`src/dtc_pkg.sv`:
```
// Constants, register map and shared decode for the dual timer/counter block.
// Assumes a classic Wishbone master with 32-bit data and word-aligned registers.
package dtc_pkg;
  localparam int PRESCALE_W = 10;
  localparam logic [5:0] IDX_WIDE_CTL_A = 6'h2F;
  localparam logic [5:0] IDX_WIDE_CTL_B = 6'h2E;
  localparam logic [5:0] IDX_WIDE_COUNT = 6'h2C;
  localparam logic [5:0] IDX_CMP_A = 6'h2A;
  localparam logic [5:0] IDX_CMP_B = 6'h28;
  localparam logic [5:0] IDX_CAPTURE = 6'h24;
  localparam logic [5:0] IDX_NARROW_CTL = 6'h33;
  localparam logic [5:0] IDX_NARROW_COUNT = 6'h32;
  localparam logic [5:0] IDX_FLAGS = 6'h38;
  localparam logic [5:0] IDX_MASK = 6'h39;
  localparam logic [5:0] IDX_CMP_CFG = 6'h08;
  localparam int CTA_MODE_A_LSB = 6;
  localparam int CTA_MODE_B_LSB = 4;
  localparam int CTB_FILTER = 7;
  localparam int CTB_EDGE = 6;
  localparam int CTB_CLEAR = 3;
  localparam int FLG_OVF1 = 7;
  localparam int FLG_CMPA = 6;
  localparam int FLG_CMPB = 5;
  localparam int FLG_CAPT = 3;
  localparam int FLG_OVF0 = 1;
  localparam int CFG_CMP_SEL = 0;
  localparam logic [7:0] CTA_WMASK = 8'hF3;
  localparam logic [7:0] CTB_WMASK = 8'hCF;
  localparam logic [7:0] NARROW_CTL_WMASK = 8'h07;
  localparam logic [7:0] FLAG_USED = 8'hEA;
  localparam logic [7:0] RST_BYTE = 8'h00;
  localparam logic [15:0] RST_WORD = 16'h0000;
  localparam logic [2:0] CS_STOP = 3'h0;
  localparam logic [2:0] CS_CK = 3'h1;
  localparam logic [2:0] CS_DIV8 = 3'h2;
  localparam logic [2:0] CS_DIV64 = 3'h3;
  localparam logic [2:0] CS_DIV256 = 3'h4;
  localparam logic [2:0] CS_DIV1024 = 3'h5;
  localparam logic [2:0] CS_EXT_FALL = 3'h6;
  localparam logic [1:0] OM_OFF = 2'h0;
  localparam logic [1:0] OM_TOGGLE = 2'h1;
  localparam logic [1:0] OM_CLEAR = 2'h2;
  localparam logic [1:0] OM_SET = 2'h3;
  localparam logic [1:0] PWM_OFF = 2'h0;
  localparam logic [1:0] PWM_8 = 2'h1;
  localparam logic [1:0] PWM_9 = 2'h2;
  localparam logic [15:0] TOP_8 = 16'h00FF;
  localparam logic [15:0] TOP_9 = 16'h01FF;
  localparam logic [15:0] TOP_10 = 16'h03FF;

  // Taps fire when the low prescaler bits are all ones, so both counters see the same phase.
  function automatic logic clk_tick(input logic [2:0] cs, input logic [PRESCALE_W-1:0] pre,
                                    input logic fall, input logic rise);
    case (cs)
      CS_STOP: clk_tick = 1'b0;
      CS_CK: clk_tick = 1'b1;
      CS_DIV8: clk_tick = &pre[2:0];
      CS_DIV64: clk_tick = &pre[5:0];
      CS_DIV256: clk_tick = &pre[7:0];
      CS_DIV1024: clk_tick = &pre;
      CS_EXT_FALL: clk_tick = fall;
      default: clk_tick = rise;
    endcase
  endfunction

  function automatic logic [15:0] pwm_top(input logic [1:0] sel);
    case (sel)
      PWM_8: pwm_top = TOP_8;
      PWM_9: pwm_top = TOP_9;
      default: pwm_top = TOP_10;
    endcase
  endfunction
endpackage

```
`src/dtc_timer.sv`:
```
// Dual timer/counter: shared prescaler, 8-bit up counter, 16-bit counter with
// two compare channels, clear on match, input capture and centered PWM.
// Assumes a classic Wishbone master and pins synchronous or slow against ref_clk.
`timescale 1ns/1ps
`default_nettype none
module dtc_timer #(
  parameter int WB_ADR_W = 8,
  parameter int NOISE_SAMPLES = 4
) (
  input wire logic ref_clk,
  input wire logic rst,
  input wire logic wb_cyc_i,
  input wire logic wb_stb_i,
  input wire logic wb_we_i,
  input wire logic [WB_ADR_W-1:0] wb_adr_i,
  input wire logic [3:0] wb_sel_i,
  input wire logic [31:0] wb_dat_i,
  output logic [31:0] wb_dat_o,
  output logic wb_ack_o,
  input wire logic narrow_count_pin,
  input wire logic wide_count_pin,
  input wire logic capture_pin,
  input wire logic comparator_output,
  input wire logic [7:0] vector_ack,
  output logic [7:0] timer_irq_req,
  output logic compare_out_pin_a,
  output logic compare_out_pin_a_connected,
  output logic compare_out_pin_b,
  output logic compare_out_pin_b_connected
);
  import dtc_pkg::*;

  if (WB_ADR_W < 8) begin : g_bad_adr
    $error("WB_ADR_W must be at least 8");
  end
  if (NOISE_SAMPLES < 2 || NOISE_SAMPLES > 8) begin : g_bad_filter
    $error("NOISE_SAMPLES must lie between 2 and 8");
  end

  typedef struct packed {
    logic [PRESCALE_W-1:0] pre;
    logic [2:0] cs0;
    logic [7:0] cnt0;
    logic [7:0] ctla;
    logic [7:0] ctlb;
    logic [15:0] cnt1;
    logic [15:0] ocra;
    logic [15:0] ocrb;
    logic [15:0] ocra_buf;
    logic [15:0] ocrb_buf;
    logic [15:0] icr;
    logic dir_down;
    logic last_down;
    logic counted1;
    logic [7:0] flags;
    logic [7:0] mask;
    logic cmp_sel;
    logic [2:0] t0_sync;
    logic [2:0] t1_sync;
    logic [1:0] cap_sync;
    logic [NOISE_SAMPLES-1:0] cap_hist;
    logic cap_level;
    logic out_a;
    logic out_b;
    logic ack;
    logic [31:0] dat;
  } dtc_state_t;

  dtc_state_t st;
  dtc_state_t next_st;

  logic [5:0] idx;
  logic wr;
  logic narrow_wr;
  logic wide_wr;
  logic pwm_on;
  logic [15:0] top;
  logic tick0;
  logic tick1;
  logic match_a;
  logic match_b;
  logic cap_evt;
  logic [7:0] set_flags;
  logic [7:0] clr_flags;
  logic [31:0] rd_word;
  logic new_level;

  function automatic logic [15:0] merge16(input logic [15:0] old, input logic [15:0] d,
                                          input logic [1:0] sel);
    merge16 = {sel[1] ? d[15:8] : old[15:8], sel[0] ? d[7:0] : old[7:0]};
  endfunction

  // In PWM the counter direction decides the level, so an update never makes a narrow spike.
  function automatic logic pin_next(input logic [1:0] mode, input logic cur, input logic pwm,
                                    input logic down);
    if (pwm) begin
      case (mode)
        OM_CLEAR: pin_next = down;
        OM_SET: pin_next = ~down;
        default: pin_next = cur;
      endcase
    end else begin
      case (mode)
        OM_TOGGLE: pin_next = ~cur;
        OM_CLEAR: pin_next = 1'b0;
        OM_SET: pin_next = 1'b1;
        default: pin_next = cur;
      endcase
    end
  endfunction

  assign idx = wb_adr_i[7:2];
  assign wr = st.ack && wb_cyc_i && wb_stb_i && wb_we_i;
  assign narrow_wr = wr && idx == IDX_NARROW_COUNT && wb_sel_i[0];
  assign wide_wr = wr && idx == IDX_WIDE_COUNT && |wb_sel_i[1:0];
  assign pwm_on = st.ctla[1:0] != PWM_OFF;
  assign top = pwm_top(st.ctla[1:0]);
  // Both counters take their taps from the one prescaler.
  assign tick0 = clk_tick(st.cs0, st.pre, st.t0_sync[2] & ~st.t0_sync[1], ~st.t0_sync[2] & st.t0_sync[1]);
  assign tick1 = clk_tick(st.ctlb[2:0], st.pre, st.t1_sync[2] & ~st.t1_sync[1],
                          ~st.t1_sync[2] & st.t1_sync[1]);
  // A match only counts after the counter itself advanced, never after a software load.
  assign match_a = st.counted1 && st.cnt1 == (pwm_on ? st.ocra_buf : st.ocra);
  assign match_b = st.counted1 && st.cnt1 == (pwm_on ? st.ocrb_buf : st.ocrb);
  assign cap_evt = (new_level != st.cap_level) && (new_level == st.ctlb[CTB_EDGE]);

  always_comb begin
    next_st = st;
    set_flags = RST_BYTE;
    clr_flags = RST_BYTE;
    rd_word = 32'h0000_0000;
    next_st.pre = st.pre + 10'h001;
    // The edge detectors look only at the second and third stages.
    next_st.t0_sync = {st.t0_sync[1:0], narrow_count_pin};
    next_st.t1_sync = {st.t1_sync[1:0], wide_count_pin};
    next_st.cap_sync = {st.cap_sync[0], st.cmp_sel ? comparator_output : capture_pin};
    next_st.cap_hist = {st.cap_hist[NOISE_SAMPLES-2:0], st.cap_sync[1]};
    // Without the filter a single sample moves the trigger level.
    if (!st.ctlb[CTB_FILTER]) begin
      new_level = st.cap_sync[1];
    end else if (&next_st.cap_hist) begin
      new_level = 1'b1;
    end else if (~|next_st.cap_hist) begin
      new_level = 1'b0;
    end else begin
      new_level = st.cap_level;
    end
    next_st.cap_level = new_level;
    if (cap_evt) begin
      next_st.icr = st.cnt1;
      set_flags[FLG_CAPT] = 1'b1;
    end

    // Narrow counter: a write wins over a tick in the same cycle.
    if (narrow_wr) begin
      next_st.cnt0 = wb_dat_i[7:0];
    end else if (tick0) begin
      next_st.cnt0 = st.cnt0 + 8'h01;
      if (st.cnt0 == 8'hFF) begin
        set_flags[FLG_OVF0] = 1'b1;
      end
    end

    // Wide counter.
    next_st.counted1 = 1'b0;
    if (!pwm_on) begin
      next_st.ocra_buf = st.ocra;
      next_st.ocrb_buf = st.ocrb;
    end
    if (wide_wr) begin
      next_st.cnt1 = merge16(st.cnt1, wb_dat_i[15:0], wb_sel_i[1:0]);
    end else if (match_a && st.ctlb[CTB_CLEAR] && !pwm_on) begin
      // Clearing takes the cycle after the match, so the top value lasts one cycle even with slow taps.
      next_st.cnt1 = RST_WORD;
    end else if (tick1) begin
      next_st.counted1 = 1'b1;
      if (!pwm_on) begin
        next_st.cnt1 = st.cnt1 + 16'h0001;
        next_st.last_down = 1'b0;
        if (st.cnt1 == 16'hFFFF) begin
          set_flags[FLG_OVF1] = 1'b1;
        end
      end else if (st.dir_down) begin
        next_st.last_down = 1'b1;
        if (st.cnt1 <= 16'h0001) begin
          next_st.cnt1 = RST_WORD;
          next_st.dir_down = 1'b0;
          set_flags[FLG_OVF1] = 1'b1;
        end else begin
          next_st.cnt1 = st.cnt1 - 16'h0001;
        end
      end else begin
        next_st.last_down = 1'b0;
        if (st.cnt1 >= top - 16'h0001) begin
          // Compare values are taken only at the top, which keeps each period whole.
          next_st.cnt1 = top;
          next_st.dir_down = 1'b1;
          next_st.ocra_buf = st.ocra;
          next_st.ocrb_buf = st.ocrb;
        end else begin
          next_st.cnt1 = st.cnt1 + 16'h0001;
        end
      end
    end
    if (!pwm_on) begin
      next_st.dir_down = 1'b0;
    end
    if (match_a) begin
      set_flags[FLG_CMPA] = 1'b1;
      next_st.out_a = pin_next(st.ctla[7:6], st.out_a, pwm_on, st.last_down);
    end
    if (match_b) begin
      set_flags[FLG_CMPB] = 1'b1;
      next_st.out_b = pin_next(st.ctla[5:4], st.out_b, pwm_on, st.last_down);
    end

    // Register writes take effect at the edge where ack is seen.
    if (wr) begin
      case (idx)
        IDX_WIDE_CTL_A: if (wb_sel_i[0]) next_st.ctla = wb_dat_i[7:0] & CTA_WMASK;
        IDX_WIDE_CTL_B: if (wb_sel_i[0]) next_st.ctlb = wb_dat_i[7:0] & CTB_WMASK;
        IDX_NARROW_CTL: if (wb_sel_i[0]) next_st.cs0 = wb_dat_i[2:0];
        IDX_CMP_A: next_st.ocra = merge16(st.ocra, wb_dat_i[15:0], wb_sel_i[1:0]);
        IDX_CMP_B: next_st.ocrb = merge16(st.ocrb, wb_dat_i[15:0], wb_sel_i[1:0]);
        IDX_FLAGS: if (wb_sel_i[0]) clr_flags = wb_dat_i[7:0];
        IDX_MASK: if (wb_sel_i[0]) next_st.mask = wb_dat_i[7:0] & FLAG_USED;
        IDX_CMP_CFG: if (wb_sel_i[0]) next_st.cmp_sel = wb_dat_i[CFG_CMP_SEL];
        default: next_st.cmp_sel = st.cmp_sel;
      endcase
    end
    // A flag set in the cycle it is cleared survives.
    next_st.flags = ((st.flags & ~clr_flags & ~vector_ack) | set_flags) & FLAG_USED;

    case (idx)
      IDX_WIDE_CTL_A: rd_word = {24'h000000, st.ctla};
      IDX_WIDE_CTL_B: rd_word = {24'h000000, st.ctlb};
      IDX_WIDE_COUNT: rd_word = {16'h0000, st.cnt1};
      IDX_CMP_A: rd_word = {16'h0000, st.ocra};
      IDX_CMP_B: rd_word = {16'h0000, st.ocrb};
      IDX_CAPTURE: rd_word = {16'h0000, st.icr};
      IDX_NARROW_CTL: rd_word = {29'h00000000, st.cs0};
      IDX_NARROW_COUNT: rd_word = {24'h000000, st.cnt0};
      IDX_FLAGS: rd_word = {24'h000000, st.flags};
      IDX_MASK: rd_word = {24'h000000, st.mask};
      IDX_CMP_CFG: rd_word = {31'h00000000, st.cmp_sel};
      default: rd_word = 32'h0000_0000;
    endcase
    next_st.ack = wb_cyc_i && wb_stb_i && !st.ack;
    next_st.dat = next_st.ack ? rd_word : 32'h0000_0000;
  end

  always_ff @(posedge ref_clk) begin
    if (rst) begin
      st <= '0;
    end else begin
      st <= next_st;
    end
  end

  assign wb_ack_o = st.ack;
  assign wb_dat_o = st.dat;
  assign timer_irq_req = st.flags & st.mask;
  assign compare_out_pin_a = st.out_a;
  assign compare_out_pin_b = st.out_b;
  // In PWM the toggle code has no meaning, so the pin is released.
  assign compare_out_pin_a_connected = pwm_on ? st.ctla[7] : (st.ctla[7:6] != OM_OFF);
  assign compare_out_pin_b_connected = pwm_on ? st.ctla[5] : (st.ctla[5:4] != OM_OFF);
endmodule
`default_nettype wire

```
`config.mk`:
```
export PLATFORM = sky130hd
export DESIGN_NAME = dtc_timer
export DESIGN_NICKNAME = d
export VERILOG_FILES = /design/src/dtc_pkg.sv /design/src/dtc_timer.sv
export SDC_FILE = /design/constraint.sdc
export NUM_CORES = 1
export LEC_CHECK = 0
export BUFFER_PORTS_ARGS = -buffer_cell sky130_fd_sc_hd__buf_2
export CORE_ASPECT_RATIO = 0.5
export CORE_MARGIN = 2
export CORE_UTILIZATION = 55
export CTS_CLUSTER_SIZE = 10
export DETAILED_ROUTE_END_ITERATION = 10
export HOLD_SLACK_MARGIN = 0.02
export PLACE_DENSITY = 0.8
export SLEW_MARGIN = 40
export SYNTH_ARGS = -nofsm -noshare
export SYNTH_HDL_FRONTEND = slang
export SYNTH_SLANG_ARGS = --single-unit
export TNS_END_PERCENT = 20
```
`constraint.sdc`:
```
create_clock -name ref_clk -period 3.02 [get_ports ref_clk]
set_clock_uncertainty 0.05 [all_clocks]
set_input_delay 0.604 -clock ref_clk [delete_from_list [all_inputs] [get_ports ref_clk]]
set_output_delay 0.604 -clock ref_clk [all_outputs]
set_load 0.1 [all_outputs]
```
* After elaboration in Yosys (flattened, before gate mapping)
Index checks and enable logic that the tools add are counted.
** Cells by class
- Add/subtract/negate cells :: 5
- Multiply operators :: 0
- Div/mod/pow operators :: 0
- Magnitude comparators :: 2
- Eq/ne operators :: 41
- Shift operators :: 0
- Mux-type cells :: 58
- Bitwise operators :: 21
- Reduce and logical (&&, ||, !) cells :: 50
** Operators with widths (count)
- $mux 32 :: 7
- $pmux 16 s11 :: 1
- $mux 16 :: 9
- $eq 6x6->1 const B :: 10
- $mux 8 :: 7
- $reduce_and 3->1 :: 13
- $eq 16x16->1 :: 2
- $sub 16x1->16 const B :: 2
- $mux 1 :: 25
- $and 8x8->8 :: 3
- $pmux 10 s2 :: 1
- $eq 3x3->1 const B :: 6
- $add 16x1->16 const B :: 1
- $eq 16x16->1 const B :: 1
- $ge 16x16->1 :: 1
- $le 16x1->1 const B :: 1
- $not 8->8 :: 2
- $logic_and 1x1->1 :: 14
- $pmux 1 s7 :: 2
- $eq 3x2->1 const B :: 4
- $not 1->1 :: 11
- $add 10x1->10 const B :: 1
- $eq 2x2->1 const B :: 5
- $reduce_and 10->1 :: 1
- other kinds (26) :: 47
** Word-level totals
- Register bits after elaboration :: 193
- Latch bits :: 0
- RAM bits :: 0
- Bits in read-only memories :: 0
- Input port bits :: 61
- Output and inout bits :: 45
- Word-level logic and storage cells :: 207
- Memories :: 0

* Depth between registers and ports, before layout
Gate-level depths: netlist of run 1.
- Depth after elaboration :: 10
- Depth in mapped cells :: 12

* Worst setup path after synthesis of run 1
No wires, ideal clock.
- Path kind :: reg2out
- Start point :: reg st[172] (netlist name)
- End point :: out compare_out_pin_a_connected
- Arrival :: 2.344 ns
- Data required time :: 2.366 ns
- Slack :: 0.022 ns
- Cell stages (with the launch flop) :: 9
- Path buffers :: 4
- Cells stage by stage :: dfxtp_1 > inv_1 > ha_1 > buf_4 > buf_4 > buf_2 > clkbuf_1 > nand2_1 > nand2b_1
** On the way
- Cells in the longest elaborated chain, start to end :: 2
** Ends and longest elaborated chain
- from (decl) :: RTL line dtc_timer.sv:69 : dtc_state_t st;
- from (signal assigned) :: RTL line dtc_timer.sv:256 : st <= next_st;
- $reduce_bool 2->1 :: RTL line dtc_timer.sv:116 : assign pwm_on = st.ctla[1:0] != PWM_OFF;
- $mux 1 :: RTL line dtc_timer.sv:266 : assign compare_out_pin_a_connected = pwm_on ? st.ctla[7] : (st.ctla[7:6] != OM_OFF);
- to (decl) :: RTL line dtc_timer.sv:27 : output logic compare_out_pin_a_connected,
Every way passes these cells.

* Final worst setup path of run 1
- Start point :: reg st[173] (netlist name)
- End point :: reg st[148] (netlist name)
** On the way
- Cells in the longest elaborated chain, start to end :: 10
** Ends and longest elaborated chain
- $eq 2x2->1 or $eq 2x1->1 (tied branches) :: RTL line dtc_pkg.sv:67 : case (sel)
- $pmux 10 s2 :: RTL line dtc_pkg.sv:67
- $sub 16x1->16 :: RTL line dtc_timer.sv:194 : if (st.cnt1 >= top - 16'h0001) begin
- $ge 16x16->1 :: RTL line dtc_timer.sv:194
- $mux 16 :: RTL line dtc_timer.sv:194
- $mux 16 :: RTL line dtc_timer.sv:183 : end else if (st.dir_down) begin
- $mux 16 :: RTL line dtc_timer.sv:177 : if (!pwm_on) begin
- $mux 16 :: RTL line dtc_timer.sv:175 : end else if (tick1) begin
- $mux 16 :: RTL line dtc_timer.sv:172 : end else if (match_a && st.ctlb[CTB_CLEAR] && !pwm_on) begin
- $mux 16 :: RTL line dtc_timer.sv:170 : if (wide_wr) begin
Parallel ways exist; a longest one is shown, timed or not. The select of a mux whose other input is x is not followed.
A chain may end at the register's enable or synchronous reset.

==> out/results.tsv, run 1 <==
metric	value	unit
grt_most_used_layer	met2	
critPathMaxFanout	16	
endpoint	st[148]	
cts_buffers	17	
wl_per_cell	20.1	um
antenna_found_initial	0	
clock_sinks	174	
grt_pass1_wl	43700	um
reg2regPathDepth	11	
critPathArrivalTime	3150	ps
grt_overflow	0	
total_power	4.74	mW
initial_core_util	0.565	
synth_area_per_cell	8.27	um2
vias	8855	
status	completed	
layout_min_cycle_time	2920	ps
gr-usage-met2	0.506	
dpl_cell_area	9850	um2
min_from	rst	
layout-drive-gt1-share	0.154	
gp_congestion	0.922	
slowest_stage	dfxtp_1	
cts_tree	yes	
antenna_cells	0	
track_usage	0.311	
grt_pass1_vias	8339	
io_buffers	63	
holdCritPathClass	in -> reg	
synthCells	1122	
cts.repair.resized	0	
path_cells	inv_1 -> ha_4 -> buf_12 -> mux2i_2 -> xor2_1 -> nand4_1 -> nor4_4 -> buf_12 -> a31oi_4 -> a221oi_1 -> a211oi_1	
drtIter0Drc	1161	
die_x	188	um
crit_top_cell	buf_12	
first_pass_iters	9	
synth_edf_count	0	
fp.dieH	95.8	um
core	16400	um2
ctsHoldBuffers	0	
maxSlewHeadroom	0.480	
met3_usage	0.0598	
path_depth	11	
critPathTopFamily	compound AO/OA/AOI/OAI gates	
ys_warn_count	0	
seqCellArea	3480	um2
postLayoutCellArea	10500	um2
path_clk_slew	60	ps
routed_via_density	6.31	
timing_worst_slew_pin_value	775	ps
ys_async_sr_fraction	0	
die_area	18000	um2
crit_path_end_kind	flop	
fin_nets	1235	
crit_buf_inv	3	
r2r_start	st[173]	
area_growth_syn_to_layout	12.8	%
setup_violations	0	
finalCritPeriodShare	0.967	
cts-root-buf	clkbuf_16	
crit_required	3250	ps
place_hpwl	18700	um
rrSetupSlack	100	ps
io_pins	106	
yosysUniqueCellTypes	70	
vdd_ir_drop_max	0.433	mV
h-tree-depth	4	
power.leakage	4.05	nW
cellPowerDensity	453	nW/um2
start_kind	flop	
cts_buffer_depth	2	
report.final.slew_viol_count	0	
synth_ff_type	dfxtp_1	
ys_ff_latch	174	
fillers	1378	
drc	0	
hold_viol	0	
critPathMaxStageDelay	340	ps
drt_wl_total	28200	um
crit_start	st[173]	
clock_latency	430	ps
netlist_area	9280	um2
timing.fmax	342	MHz
grtUsageMet1	0.395	
cap_violations	0	
num_rows	33	
multi_input_area	5260	um2
regToRegEndpoint	st[148]	
postRouteAntennaNets	0	
criticalPathCategory	reg -> reg	
grt_start_max_net_pins	158	
cts_setup_buffers	0	
yosysSeqAreaShare	0.375	
[flip-flops by register name, summed over array words and instances, names as in the netlist]
register	count
wb_dat_o	16
compare_out_pin_b	1
st	146
wb_ack_o	1
next_st	9
compare_out_pin_a	1
[how the worst min path moves through the flow]
stage,end,slack [ps],cells after the start
2_1_floorplan,next_st[36],360,1
3_3_place_gp,next_st[47],370,1
3_5_place_dp,next_st[47],380,1
4_1_cts,wb_ack_o,330,2
5_1_grt,wb_ack_o,340,2
6_report,wb_ack_o,330,2
[logic make-up after synthesis]
group | Yosys count | share of synthesized area
AOI/OAI and AO/OA | 249 | 0.181
xor gates and xnor gates | 55 | 0.0519
adders and majority gates | 11 | 0.0148
buffers and inverters | 129 | 0.0726
DFF | 174 | 0.375
muxes | 86 | 0.0932
other | 1 | 0.000404
and+or+nand+nor | 417 | 0.210
[where the power goes]
group / switching [mW] / internal, mW
Clock: 0.957 / 1.21
Sequential: 0.00625 / 2.30
Combinational: 0.218 / 0.0475
[Yosys cell counts (3+ instances only)]
master       n  area share
a32oi_1      3      0.0028
nand2_1    160       0.065
a31oi_1     12      0.0081
buf_2       13      0.0070
or3_1        5      0.0034
o21a_1       4      0.0032
mux2_2       3      0.0036
a22oi_1     15       0.012
o211ai_1     6      0.0049
clkbuf_1    55       0.022
nor3_1      24       0.013
nand3b_1     4      0.0032
mux2i_1     83       0.090
xor2_1      37       0.035
or2_2        4      0.0027
o21ai_0     25       0.013
buf_4       42       0.034
nand4_1     14      0.0094
dfxtp_1    174        0.38
nor4_1       8      0.0054
a21oi_1     92       0.050
and4_1       5      0.0047
o31ai_1      5      0.0040
nor2b_1     15       0.010
inv_1       15      0.0061
ha_1        11       0.015
a222oi_1    14       0.015
a311oi_1     3      0.0028
nand2b_1     8      0.0054
a221oi_1    12       0.011
and2_1      10      0.0067
and3_1      11      0.0074
a21o_1       4      0.0032
o22ai_1      7      0.0047
a211oi_1    19       0.015
xnor2_1     18       0.017
nor2_1     101       0.041
nand3_1     37       0.020
o2111ai_1    4      0.0038
[through the flow]
stage / utilization / setup TNS (ps) / hold slack (ps) / cells / setup WS [ps]
after floorplan: - / 0 / 364 / 1140 / 21.8
after global placement: 0.599 / 0 / 369 / 1371 / 104
after detailed placement: 0.599 / 0 / 381 / 1371 / 78.1
after CTS: 0.635 / 0 / 326 / 1403 / 20.1
after global routing: 0.637 / -88.6 / 340 / 1403 / -25.5
final: 0.637 / 0 / 334 / 1403 / 99.9
[layer usage]
| metal | share of wire | vias up | wire length, um |
|---|---|---|---|
| met2 | 0.44 | 576 | 12500 |
| met4 | 0.040 | 0 | 1130 |
| met1 | 0.40 | 4146 | 11300 |
| met3 | 0.12 | 97 | 3250 |
| met5 | 0 | - | 0 |
| li1 | - | 4036 | - |
[final cells by class]
class	count	area share
tap	227	0.0271
clock inverter	11	0.0102
clock buffer	21	0.0449
sequential	174	0.333
timing repair buffer	118	0.0770
inverter	15	0.00538
multi-input combinational	837	0.503
[cells in the final DEF, fill, tap and decap left out, types with 5 or more instances in the layout]
cell type,netlist,routed
xnor2_1,18,18
nor2_1,101,101
inv_1,15,15
o21ai_0,25,25
and2_1,10,10
buf_4,42,50
a222oi_1,14,14
a221oi_1,12,8
mux2i_1,83,82
xor2_1,37,37
a31oi_1,12,12
o31ai_1,5,5
nand3_1,37,37
o211ai_1,6,6
nor2b_1,15,15
a211oi_1,19,19
nand4_1,14,14
a21oi_1,92,91
o22ai_1,7,6
nand2b_1,8,8
nand2_1,160,160
buf_2,13,62
clkbuf_16,0,17
clkinvlp_4,0,6
dfxtp_1,174,174
nor3_1,24,23
and4_1,5,5
conb_1,1,19
buf_12,0,6
and3_1,11,11
or3_1,5,5
nor4_1,8,8
a221oi_2,1,5
ha_1,11,10
a22oi_1,15,15
Note: power is estimated with default switching activity, not from simulation.
==> run 2: changes to the inputs <==
Settings changed: RECOVER_POWER from default to 50.
==> out/results.tsv, run 2 (same netlist as run 1, synthesis figures left out) <==
metric	value	unit	change
postRouteAntennaNets	0		unchanged
crit_path_end_kind	flop		
final_cell_mix	dfxtp_1, nand2_1, nor2_1		
slowest_stage	nor4_4		
setup_violations	0		unchanged
fin_hold_ws	336	ps	+1.51 ps
drtIter0Drc	1252		+7.8%
grt_pass1_vias	8339		unchanged
crit_buf_inv	3		unchanged
fin_nets	1235		unchanged
gp_congestion	0.922		unchanged
place_inst	1371		unchanged
track_usage	0.311		unchanged
start_kind	flop		
maxSlewHeadroom	0.207		-0.272
grt_pass1_wl	43700	um	unchanged
layout_commonest_cell	dfxtp_1		
routed_via_density	6.34		+0.53%
crit_required	3250	ps	about the same
power.leakage	3.89	nW	-3.7%
cts_tree	yes		
path_clk_slew	60	ps	about the same
vdd_ir_drop_max	0.433	mV	about the same
area_growth_syn_to_layout	12.0	%	
cts_setup_buffers	0		unchanged
cts-root-buf	clkbuf_16		
clock_latency	430	ps	about the same
antenna_found_initial	0		unchanged
drt_wl_total	28100	um	-0.31%
layout_min_cycle_time	2940	ps	+20.5 ps
cts_buffer_depth	2		unchanged
status	completed		
criticalPathCategory	reg -> reg		
num_rows	33		unchanged
holdCritPathClass	in -> reg		
antenna_cells	0		unchanged
grt_overflow	0		unchanged
crit_top_cell	buf_12		
finalCritPeriodShare	0.974		+0.00679
critPathArrivalTime	3170	ps	+20 ps
die_area	18000	um2	unchanged
timing.fmax	340	MHz	-0.70%
vias	8902		+0.53%
cellPowerDensity	456	nW/um2	+0.59%
io_buffers	63		unchanged
timing_worst_slew_pin_value	1190	ps	+419 ps
wl_per_cell	20.0	um	-0.31%
fp.dieH	95.8	um	unchanged
path_cells	inv_1 -> ha_4 -> buf_12 -> mux2i_2 -> xor2_1 -> nand4_1 -> nor4_4 -> buf_12 -> a31oi_4 -> a221oi_1 -> a211oi_1		
hold_viol	0		unchanged
die_x	188	um	unchanged
first_pass_iters	7		-2
cts_buffers	17		unchanged
layout-drive-gt1-share	0.125		-0.0289
cap_violations	0		unchanged
initial_core_util	0.565		unchanged
critPathMaxStageDelay	340	ps	about the same
drc	0		unchanged
fin_cells	1403		unchanged
core	16400	um2	unchanged
largest_register_ffs	146		unchanged
critPathMaxFanout	16		unchanged
regMostFlops	st		
h-tree-depth	4		unchanged
io_pins	106		unchanged
clock_sinks	174		unchanged
critPathTopFamily	compound AO/OA/AOI/OAI gates		
place_hpwl	18700	um	unchanged
grt_start_max_net_pins	158		unchanged
report.final.slew_viol_count	0		unchanged
rrSetupSlack	80	ps	-20 ps
run 2: per-stage QoR:
| step | power, mW | instance area, um2 | utilization | setup slack (ps) | TNS [ps] |
|---|---|---|---|---|---|
| floorplan | 2.56 | 9350 | - | 21.8 | 0 |
| global placement | 2.62 | 9850 | 0.599 | 104 | 0 |
| detailed placement | 2.62 | 9850 | 0.599 | 78.1 | 0 |
| CTS | 4.73 | 10400 | 0.635 | 20.1 | 0 |
| global route | 4.84 | 10400 | 0.632 | -25.5 | -88.8 |
| finish | 4.73 | 10400 | 0.632 | 79.4 | 0 |
run 2: routing by layer:
| metal | wire length, um | vias up | GRT usage |
|---|---|---|---|
| met1 | 11400 | 4216 | 0.395 |
| met4 | 1160 | 0 | 0.173 |
| met5 | 0 | - | 0 |
| met2 | 12500 | 557 | 0.506 |
| met3 | 2990 | 97 | 0.0598 |
| li1 | - | 4032 | - |
run 2: where the power goes:
| group | internal [mW] | switching (mW) | leakage (nW) |
|---|---|---|---|
| Sequential | 2.30 | 0.00625 | 1.40 |
| Combinational | 0.0443 | 0.216 | 2.23 |
| Clock | 1.21 | 0.954 | 0.265 |
run 2: final timing paths:
path	to	startpoint	cells past startpoint
worst max-delay path	st[148]	st[173]	11
worst min-delay path	next_st[46]	narrow_count_pin	2
worst max register to register	st[148]	st[173]	11
worst min register to register	next_st[47]	next_st[46]	1
run 2: final cells by class:
cell class	count	area, um2
inverters	15	56.3
repair buffers	118	742
fillers	1409	6050
clock inverters	11	106
well taps	227	284
clock buffers	21	470
flip-flops and latches	174	3480
multi-input cells	837	5250
run 2: what timing repair did:
item | 4_1_cts | 5_1_grt
endpoints found under the setup margin | 0 | 15
hold buffers | 0 | 0
resized for setup | 0 | 6
run 2: worst register-to-register path, stage by stage (launching register included):
cell and delay [ps]:
dfxtp_1 330, inv_1 130, ha_4 250, buf_12 190
mux2i_2 300, xor2_1 190, nand4_1 160, nor4_4 340
buf_12 180, a31oi_4 260, a221oi_1 330, a211oi_1 80
